[src/core/bus_fairness_map.vh]
// Purpose: constants for the bus arbitration fairness block
// Assumes: 125 MHz clock, 8 ns period
// Notes: times in ns, cycle counts derived from them
`ifndef BUS_FAIRNESS_MAP_VH
`define BUS_FAIRNESS_MAP_VH

`define CLK_PERIOD_NS 8
// Data bus width used for arbitration, one bit per bus ID
`define ID_BITS 8
`define ID_W 3
`define FAIR_RESET 8'h00
// Window during which arbitration IDs stand on the bus
`define WIN_OPEN_NS 2800
`define WIN_CLOSE_NS 3600
// Lockout must exceed the select delay after busy
`define SEL_DELAY_NS 2400
`define ID_DRIVE_NS 1800
`define LOCKOUT_NS 3000
// Least times round up
`define WIN_OPEN_CYC ((`WIN_OPEN_NS + `CLK_PERIOD_NS - 1) / `CLK_PERIOD_NS)
// Longest time rounds down
`define WIN_CLOSE_CYC (`WIN_CLOSE_NS / `CLK_PERIOD_NS)
`define LOCKOUT_CYC ((`LOCKOUT_NS + `CLK_PERIOD_NS - 1) / `CLK_PERIOD_NS)
`define CNT_W 10

`endif

[src/core/bus_fairness.v]
// Purpose: arbitration fairness tracking and gating of own arbitration
// Assumes: bus pins are asynchronous, active high after receivers
// Notes: samples data lines from busy after bus free until select
`timescale 1ns/1ns
`include "bus_fairness_map.vh"

module bus_fairness
(
  // Clock and reset
  input wire CLK_I,
  input wire RESET_N_I,
  // Bus pins from receivers
  input wire BSY_I,
  input wire SEL_I,
  input wire RST_I,
  input wire [`ID_BITS-1:0] DATA_I,
  // Local configuration
  input wire [`ID_W-1:0] OWN_ID_I,
  input wire FAIR_EN_I,
  input wire [`ID_BITS-1:0] FAIR_MASK_I,
  // Local requests
  input wire NEED_I,
  input wire [`ID_BITS-1:0] DROP_ID_I,
  // Results of own arbitration
  input wire ARB_DONE_I,
  input wire ARB_WON_I,
  // Outputs
  output wire ARB_GO_O,
  output reg NONPART_O,
  output reg [`ID_BITS-1:0] FAIR_REG_O,
  output reg [`ID_BITS-1:0] SEEN_O
);

  //----------------------------------------
  // Input synchronisers
  //----------------------------------------
  reg [2:0] bsy_s;
  reg [2:0] sel_s;
  reg [2:0] rst_s;
  reg [`ID_BITS-1:0] d1;
  reg [`ID_BITS-1:0] d2;
  reg [`ID_BITS-1:0] d3;
  reg bsy;
  reg sel;
  reg brst;
  reg [`ID_BITS-1:0] data;

  always @(posedge CLK_I or negedge RESET_N_I)
  begin
    if (!RESET_N_I)
    begin
      bsy_s <= 3'h0;
      sel_s <= 3'h0;
      rst_s <= 3'h0;
      d1 <= 8'h00;
      d2 <= 8'h00;
      d3 <= 8'h00;
      bsy <= 1'b0;
      sel <= 1'b0;
      brst <= 1'b0;
      data <= 8'h00;
    end
    else
    begin
      bsy_s <= {bsy_s[1:0], BSY_I};
      sel_s <= {sel_s[1:0], SEL_I};
      rst_s <= {rst_s[1:0], RST_I};
      d1 <= DATA_I;
      d2 <= d1;
      d3 <= d2;
      if (bsy_s[1] == bsy_s[2])
        bsy <= bsy_s[2];
      if (sel_s[1] == sel_s[2])
        sel <= sel_s[2];
      if (rst_s[1] == rst_s[2])
        brst <= rst_s[2];
      if (d2 == d3)
        data <= d3;
    end
  end

  //----------------------------------------
  // Own-priority masks
  //----------------------------------------
  wire [`ID_BITS-1:0] own_bit;
  wire [`ID_BITS-1:0] lower_mask;
  wire [`ID_BITS-1:0] fair_bits;
  wire [`ID_BITS-1:0] win_bit;
  genvar g;

  assign own_bit = 8'h01 << OWN_ID_I;
  // Bits below own ID; higher IDs have higher priority
  assign lower_mask = own_bit - 8'h01;
  // Mask qualifies fairness; disable for a top initiator
  assign fair_bits = FAIR_EN_I ? (FAIR_REG_O & FAIR_MASK_I) : 8'h00;

  // Winner is the highest set ID seen: a bit wins when no higher bit is set
  generate
    for (g = 0; g < `ID_BITS; g = g + 1)
    begin : g_win
      wire [`ID_BITS-1:0] higher;
      assign higher = SEEN_O >> (g + 1);
      assign win_bit[g] = SEEN_O[g] & ~(|higher);
    end
  endgenerate

  //----------------------------------------
  // Arbitration window tracking
  //----------------------------------------
  localparam ST_FREE = 2'h0;
  localparam ST_WIN = 2'h1;
  localparam ST_HOLD = 2'h2;

  reg [1:0] state;
  reg bsy_d;
  reg win_end;
  reg win_start;
  // Window opens at busy after bus free, closes at select
  always @(posedge CLK_I or negedge RESET_N_I)
  begin
    if (!RESET_N_I)
    begin
      state <= ST_FREE;
      bsy_d <= 1'b0;
      win_end <= 1'b0;
      win_start <= 1'b0;
      SEEN_O <= 8'h00;
    end
    else
    begin
      bsy_d <= bsy;
      win_end <= 1'b0;
      win_start <= 1'b0;
      case (state)
        ST_FREE:
        begin
          if (bsy && !bsy_d && !sel)
          begin
            state <= ST_WIN;
            win_start <= 1'b1;
            SEEN_O <= 8'h00;
          end
        end
        ST_WIN:
        begin
          // Continuous OR of every sample
          SEEN_O <= SEEN_O | data;
          if (sel)
          begin
            state <= ST_HOLD;
            win_end <= 1'b1;
          end
          else if (!bsy)
            state <= ST_FREE;
        end
        ST_HOLD:
        begin
          if (!bsy && !sel)
            state <= ST_FREE;
        end
        default:
          state <= ST_FREE;
      endcase
      if (brst)
        state <= ST_FREE;
    end
  end

  //----------------------------------------
  // Fairness register and lockout
  //----------------------------------------
  reg [`CNT_W-1:0] lock_cnt;
  reg arbing;
  reg [`ID_BITS-1:0] next_fair;
  wire lock_exp;
  wire [31:0] lock_full;
  wire [`CNT_W-1:0] lock_load;

  // Lockout reload, cut to the counter width on purpose
  assign lock_full = `LOCKOUT_CYC;
  assign lock_load = lock_full[`CNT_W-1:0];

  assign lock_exp = NONPART_O && (lock_cnt == 10'h001);
  // Arbitrate only with no pending lower losers
  // Level while allowed; a waiting nonparticipant never gets it
  assign ARB_GO_O = NEED_I && (fair_bits == 8'h00) && !NONPART_O && (state == ST_FREE);

  always @*
  begin
    next_fair = FAIR_REG_O;
    if (win_end && !NEED_I && !arbing)
      // Refresh with losers below own ID
      next_fair = SEEN_O & ~win_bit & ~own_bit & lower_mask;
    else if (win_end && NONPART_O)
      // Drop winner and absentees
      next_fair = FAIR_REG_O & SEEN_O & ~win_bit;
    else if (win_end && arbing && ARB_WON_I)
      // Keep lower losers after own win
      next_fair = SEEN_O & ~win_bit & ~own_bit & lower_mask;
    else if (win_end && arbing)
      // Lost to higher priority: clear to zero
      next_fair = 8'h00;
    // Frozen while needing except explicit removals
    next_fair = next_fair & ~DROP_ID_I;
    // Lockout with no arbitration clears all
    if (lock_exp)
      next_fair = 8'h00;
  end

  always @(posedge CLK_I or negedge RESET_N_I)
  begin
    if (!RESET_N_I)
    begin
      FAIR_REG_O <= `FAIR_RESET;
      NONPART_O <= 1'b0;
      lock_cnt <= 10'h000;
      arbing <= 1'b0;
    end
    else if (brst)
    begin
      // Bus reset clears fairness, lockout and arbitration state
      FAIR_REG_O <= `FAIR_RESET;
      NONPART_O <= 1'b0;
      lock_cnt <= 10'h000;
      arbing <= 1'b0;
    end
    else
    begin
      FAIR_REG_O <= next_fair;
      if (ARB_GO_O)
        arbing <= 1'b1;
      else if (ARB_DONE_I || win_end)
        arbing <= 1'b0;
      if (NEED_I && fair_bits != 8'h00 && !NONPART_O && !arbing)
      begin
        // Become nonparticipant and start lockout
        NONPART_O <= 1'b1;
        lock_cnt <= lock_load;
      end
      else if (NONPART_O)
      begin
        if (win_start)
          lock_cnt <= 10'h000;
        else if (lock_cnt > 10'h001)
          lock_cnt <= lock_cnt - 10'h001;
        if (lock_exp || !NEED_I)
          NONPART_O <= 1'b0;
        else if (win_end)
          // Re-evaluate at next decision point
          NONPART_O <= 1'b0;
      end
    end
  end

endmodule

[config.mk]
export PLATFORM = sky130hd
export DESIGN_NAME = bus_fairness
export DESIGN_NICKNAME = d
export VERILOG_FILES = /design/src/core/bus_fairness.v
export VERILOG_INCLUDE_DIRS = /design/src /design/src/core
export SDC_FILE = /design/constraint.sdc
export NUM_CORES = 1
export LEC_CHECK = 0
export BUFFER_PORTS_ARGS = -buffer_cell sky130_fd_sc_hd__buf_2
export CAP_MARGIN = 20
export CORE_UTILIZATION = 30
export DETAILED_ROUTE_END_ITERATION = 8
export GPL_TIMING_DRIVEN = 0
export SYNTH_ARGS = -nofsm -noshare
export SYNTH_HDL_FRONTEND = slang
export SYNTH_SLANG_ARGS = --single-unit
[constraint.sdc]
create_clock -name CLK_I -period 3.05 [get_ports CLK_I]
set_clock_uncertainty 0.05 [all_clocks]
set_input_delay 0.305 -clock CLK_I [delete_from_list [all_inputs] [get_ports CLK_I]]
set_output_delay 0.305 -clock CLK_I [all_outputs]
set_load 0.03 [all_outputs]
Word-level counts from Yosys, hierarchy flattened
Index checks and enable logic that the tools add are counted.

storage, ports and cells
  register bits after elaboration = 77
  bits in latches = 0
  memory bits (writable) = 0
  ROM bits = 0
  output and inout bits = 18
  word-level logic and storage cells = 130
  memories kept = 0

cells by class
  $add $sub $neg = 2
  multipliers = 0
  div/mod/pow operators = 0
  magnitude comparators = 1
  equality and inequality tests = 11
  shifts and indexed selects = 1
  multiplexer cells = 32
  bitwise gates (word level) = 25
  reduce and logical (&&, ||, !) cells = 39

operator list
  cell                                                                              count
  8-bit two-way mux                                                                 8
  8-bit bitwise AND                                                                 7
  10-bit two-way mux                                                                5
  8-bit NOT                                                                         3
  8-bit case mux with 2 select lines                                                1
  1-bit logical AND                                                                 15
  1-bit two-way mux                                                                 12
  10-bit by 1-bit equality test with 1-bit output, second input constant            1
  10-bit by 1-bit greater-than comparator with 1-bit output, second input constant  1
  2-bit two-way mux                                                                 5
  10-bit by 1-bit subtractor with 10-bit output, second input constant              1
  8-bit equality test                                                               1
  8-bit logical NOT                                                                 1
  8-bit OR                                                                          1
  8-bit nonzero test                                                                1
  1-bit by 3-bit << shifter with 8-bit output, first input constant                 1
  8-bit by 1-bit subtractor with 8-bit output, second input constant                1
  1-bit bitwise AND                                                                 7
  1-bit NOT                                                                         7
  7-bit OR reduction                                                                1
  1-bit logical NOT                                                                 6
  3-bit inequality test, second input constant                                      2
  2-bit case mux with 3 select lines                                                1
  3-bit nonzero test                                                                2
  other kinds (16)                                                                  20

Logic depth before layout (Yosys ltp)
  depth in word-level cells = 13
  depth in mapped cells = 6
  mapped depth without buffers = 6

Worst setup path after synthesis
OpenSTA, ideal clock, no wires.

  path type = flip-flop to flip-flop
  start = register FAIR_REG_O[1]
  end = register arbing
  setup time = 70 ps
  data arrival time = 2427 ps
  slack = 503 ps
  stages on the path, launching flop included = 5
  path buffers = 0
  cell sequence = dfrtp_1 > a22oi_1 > nand4_1 > a2111oi_1 > o21ba_1

between the ends
  cells in the longest elaborated chain, start to end = 8
  elaborated cells between the ends (all ways) = 9
  those cells by class = mux (3); bitwise (1); reduce/logical (5)

RTL lines
  element                              line                RTL
  start, declared                      bus_fairness.v:30   output reg [`ID_BITS-1:0] FAIR_REG_O,
  start signal, assigned               bus_fairness.v:214  FAIR_REG_O <= `FAIR_RESET;
  start signal, assigned               bus_fairness.v:222  FAIR_REG_O <= `FAIR_RESET;
  start signal, assigned               bus_fairness.v:229  FAIR_REG_O <= next_fair;
  8-bit bitwise AND (*)                bus_fairness.v:95   assign fair_bits = FAIR_EN_I ? (FAIR_REG_O & FAIR_MASK_I) : 8'h00;
  8-bit two-way mux (*)                bus_fairness.v:95
  8-bit logical NOT (*)                bus_fairness.v:186  assign ARB_GO_O = NEED_I && (fair_bits == 8'h00) && !NONPART_O && (state == ST_FREE);
  1-bit logical AND (*) (3 in series)  bus_fairness.v:186
  via ARB_GO_O                         bus_fairness.v:28   output wire ARB_GO_O,
  1-bit two-way mux                    bus_fairness.v:230  if (ARB_GO_O)
  1-bit two-way mux                    bus_fairness.v:219  else if (brst)
  end signal, assigned                 bus_fairness.v:217  arbing <= 1'b0;
  end signal, assigned                 bus_fairness.v:231  arbing <= 1'b1;
  end signal, assigned                 bus_fairness.v:233  arbing <= 1'b0;
  end, declared                        bus_fairness.v:173  reg arbing;

Mark *: on every way through the listed nets, which the timed path passes. The rest lies on a longest branch.
A chain may end at the register's enable or synchronous reset.

Final worst setup path
  start = register FAIR_REG_O[4]
  end = output ARB_GO_O

between the ends
  cells in the longest elaborated chain, start to end = 6

RTL lines
  element                          line
  8-bit bitwise AND                bus_fairness.v:95
  8-bit two-way mux                bus_fairness.v:95
  8-bit logical NOT                bus_fairness.v:186
  1-bit logical AND (3 in series)  bus_fairness.v:186
  end, declared                    bus_fairness.v:28

Every way passes these cells.

==> flow_metrics.tcl <==
set metrics [dict create \
    family_with_the_most_delay_on_the_worst_path "compound AO/OA/AOI/OAI gates" \
    filler_cell_count 951 \
    yosys.area_share.xor_xnor 0.02518 \
    tns_ns 0 \
    cp_endpoint_kind "primary output" \
    critPathSlowestCell "sky130_fd_sc_hd__a2111oi_1" \
    core_area_um2 9955 \
    critical_path_depth 4 \
    critPathLaunch "FAIR_REG_O[4]$_DFF_PN0_" \
    cts-buffers-inserted 9 \
    synth-compound-area-share 0.1571 \
    post-place-cells 444 \
    viasPerCell 4.887 \
    nets 371 \
    yosys_most_used_dff "sky130_fd_sc_hd__dfrtp_1" \
    final-hold-violation-count 0 \
    r2r_end "lock_cnt[1]$_DFFE_PN0P_" \
    synth.ff_latch_count 77 \
    die_x_um 104.2 \
    cp_data_required_time_ns 2.69 \
    clock_tree.htree_level_count 3 \
    route.detailed.drc 0 \
    multi_input_area_um2 1166 \
    setup.worst_path.class "reg -> out" \
    grt_first_pass_wirelength_um 11650 \
    number_of_global_route_vias_before_repair 2387 \
    post_synth_inst_count 257 \
    post_route_cells_drive_above_1_share 0.2515 \
    diodes 0 \
    ioPinCount 54 \
    dpl-instance-area_um2 3592 \
    layout.cell_area.non_filler_um2 3913 \
    yosys.area_share.simple 0.1375 \
    share_of_flip_flops_with_an_asynchronous_set_or_reset_after_synthesis 1.000 \
    muxShareOfSynthArea 0.03517 \
    slew-limit-headroom 0.4701 \
    synth_edf_count 0 \
    clock_path_buffers 2 \
    crit_buf_inv 1 \
    wl_um 6866 \
    gp_congestion 0.8187 \
    flow.area_growth_from_synthesis_pct 24.98 \
    synth_area_um2 3131 \
    drv.max_cap_violation_count 0 \
    grt_util_all_layers 0.1352 \
    worst_vdd_ir_v 0.0003379 \
    start_util 0.3145 \
    numClockSinks 77 \
    die_area_um2 10850 \
    report.final.slew_viol_count 0 \
    critical_path.startpoint_type "flop" \
    slowest_delay_ns 0.59 \
    synthAdderAreaFrac 0.01759 \
    outcome "completed" \
    synthDominantAreaCellType "sky130_fd_sc_hd__dfrtp_1" \
    yosys_warning_total 0 \
    buffer_ports.inserted 53 \
    timing.final.crit_share 0.8327 \
    clkLatencyLatePin_ns 0.35 \
    rows 36 \
    power.static_leakage_nw 1.746 \
    postRouteAntennaNets 0 \
    fin_worst_hold_slack_ns 0.03742 \
    globalRoute.totalOverflow 0 \
    yosysUniqueCellTypes 54 \
    finalWorstPathRequiredPeriod_ns 2.540 \
    final-setup-viol-count 0 \
    critical_path.cell_chain "a22oi_1 > nand4_1 > a2111oi_1 > buf_2" \
    synth.avg_cell_area_um2 12.18 \
    final_cell_count_no_fill 471 \
    syn_nets 295 \
    r2r_setup_slack_ns 0.97 \
    grt_max_degree 63 \
    dr_total_vias 2302 \
    min-delay-path-class "in -> reg" \
    firstDrtPassIters 4 \
    power_density_nw_per_um2 551.9 \
    grt_setup_unrepaired "no" \
    timing.critical_path.arrival_ns 2.18 \
    fp.dieH_um 104.2 \
    crit-reg2reg-launch "lock_cnt[0]$_DFFE_PN0P_" \
    clk_pin_slew_worst_paths_ns 0.08 \
    synth_area_leaders "sky130_fd_sc_hd__dfrtp_1 62%, sky130_fd_sc_hd__mux2_2 2.9%, sky130_fd_sc_hd__nor2_1 2.6%, sky130_fd_sc_hd__xnor2_1 2.5%, sky130_fd_sc_hd__a21oi_1 2.4%" \
    place.detailed.hpwl_um 5040 \
    finalPower_w 0.002159 \
    cts_root_buffer "sky130_fd_sc_hd__clkbuf_8" \
    endpoint "ARB_GO_O" \
    tritoncts "yes" \
    number_of_instances_resized_during_post_cts_repair 0 \
    worst-path-max-fanout 4 \
    synth_top_area_frac 0.6155 \
    r2r.worst_path.cells 6 \
    fmaxAchievable_ghz 0.3937 \
    largest_family_of_logic_cells_by_synthesized_area "compound AO/OA/AOI/OAI gates" \
    worst_slew_pin_slew_ns 0.7882 \
    storage_cell_area_um2 1927 \
    antenna_violations_before_repair 0 \
    drt-wirelength-per-cell_um 14.58 \
    seq_area_frac_synth 0.6155 \
    detail_route.iter0.violations 68 \
]
[placed cells by master, fill, tap and decap left out, types with 5 or more instances in the layout]
cell type,instances
sky130_fd_sc_hd__dlygate4sd3_1,11
sky130_fd_sc_hd__nand3_1,12
sky130_fd_sc_hd__dfrtp_1,77
sky130_fd_sc_hd__a21oi_1,15
sky130_fd_sc_hd__nand2_1,7
sky130_fd_sc_hd__a31oi_1,9
sky130_fd_sc_hd__a22oi_1,7
sky130_fd_sc_hd__mux2_2,8
sky130_fd_sc_hd__nor2_1,22
sky130_fd_sc_hd__nor3_1,6
sky130_fd_sc_hd__o21ai_0,5
sky130_fd_sc_hd__nand2b_1,6
sky130_fd_sc_hd__inv_1,6
sky130_fd_sc_hd__xnor2_1,9
sky130_fd_sc_hd__buf_2,52
sky130_fd_sc_hd__clkbuf_8,9
[kinds of logic after synthesis]
group	count (synthesis)
flops	77
simple gates	78
xor+xnor	9
compound gates	68
mux	10
fa+ha+maj	5
buf+inv	10
[how the worst min path moves through the flow]
| stage | from | end | slack [ns] | depth (start not counted) |
|---|---|---|---|---|
| after floorplan | RESET_N_I | FAIR_REG_O[0]$_DFF_PN0_ | -0.04 | 0 |
| after global placement | d1[6]$_DFF_PN0_ | d2[6]$_DFF_PN0_ | 0.28 | 0 |
| after CTS | RST_I | rst_s[0]$_DFF_PN0_ | 0.02 | 1 |
| final | RST_I | rst_s[0]$_DFF_PN0_ | 0.04 | 1 |
| after detailed placement | RESET_N_I | bsy_s[0]$_DFF_PN0_ | 0.15 | 1 |
| after global routing | RST_I | rst_s[0]$_DFF_PN0_ | 0.01 | 1 |
[registers in the layout, indices dropped and copies added, names as in the netlist, 2 cells and up]
register	cells
bsy_s	3
rst_s	3
sel_s	3
d3	8
SEEN_O	8
FAIR_REG_O	8
lock_cnt	10
data	8
d2	8
state	2
d1	8
[synth_stat cells (3+ instances only)]
library cell,number
sky130_fd_sc_hd__nand3_1,12
sky130_fd_sc_hd__o21ai_1,4
sky130_fd_sc_hd__nor2_1,22
sky130_fd_sc_hd__mux2_2,8
sky130_fd_sc_hd__nand4_1,4
sky130_fd_sc_hd__clkbuf_1,3
sky130_fd_sc_hd__o21ai_0,5
sky130_fd_sc_hd__a22oi_1,7
sky130_fd_sc_hd__nor2b_1,3
sky130_fd_sc_hd__nand2_1,7
sky130_fd_sc_hd__dfrtp_1,77
sky130_fd_sc_hd__maj3_1,3
sky130_fd_sc_hd__a31oi_1,9
sky130_fd_sc_hd__a2bb2oi_1,3
sky130_fd_sc_hd__nand2b_1,6
sky130_fd_sc_hd__a21oi_1,15
sky130_fd_sc_hd__a211oi_1,3
sky130_fd_sc_hd__xnor2_1,9
sky130_fd_sc_hd__inv_1,6
sky130_fd_sc_hd__nor3_1,6
[worst register-to-register path, stage by stage, from the launching register on]
cell and delay (ns):
sky130_fd_sc_hd__dfrtp_1 0.41, sky130_fd_sc_hd__inv_1 0.06, sky130_fd_sc_hd__ha_1 0.30, sky130_fd_sc_hd__or2_2 0.33, sky130_fd_sc_hd__a31oi_1 0.51, sky130_fd_sc_hd__a22oi_1 0.18, sky130_fd_sc_hd__a21oi_1 0.17
[power by group]
group | leakage [nW] | switching, W | internal [W] | total (W)
sequential | 0.984 | 0.0000513 | 0.00108 | 0.00113
clock | 0.105 | 0.000415 | 0.000398 | 0.000814
combinational | 0.657 | 0.000121 | 0.0000937 | 0.000215
total | 1.75 | 0.000588 | 0.00157 | 0.00216
[layer usage]
metal / wire length [um] / vias up / track usage / share of wire
met4: 64 / 0 / 0.04388 / 0.0093
met3: 279 / 6 / 0.03759 / 0.041
li1: - / 1112 / - / -
met2: 3438 / 61 / 0.2271 / 0.50
met1: 3083 / 1123 / 0.1677 / 0.45
met5: 0 / - / 0 / 0
[stage by stage]
| stage | util | setup WS (ns) |
|---|---|---|
| finish | 0.3930 | 0.5102 |
| global route | 0.3930 | 0.2730 |
| CTS | 0.3930 | 0.3456 |
| detailed placement | 0.3609 | 0.7284 |
| global placement | 0.3578 | 0.7561 |
| floorplan | - | 0.5031 |
[timing repair]
action | 4_1_cts | 5_1_grt
hold buffers | 11 | 0
setup buffers | 0 | 0
endpoints found under the hold margin | 25 | 0
endpoints found under the setup margin | 0 | 0
[area by class of cell]
class | instances | share of cell area
sequential | 77 | 0.4925
multi-input combinational | 170 | 0.2980
timing repair buffer | 65 | 0.1036
tap | 133 | 0.04253
clock buffer | 9 | 0.03166
clock inverter | 7 | 0.02207
inverter | 6 | 0.005756
buffer | 4 | 0.003838
Power figures use the tool's default switching activity.
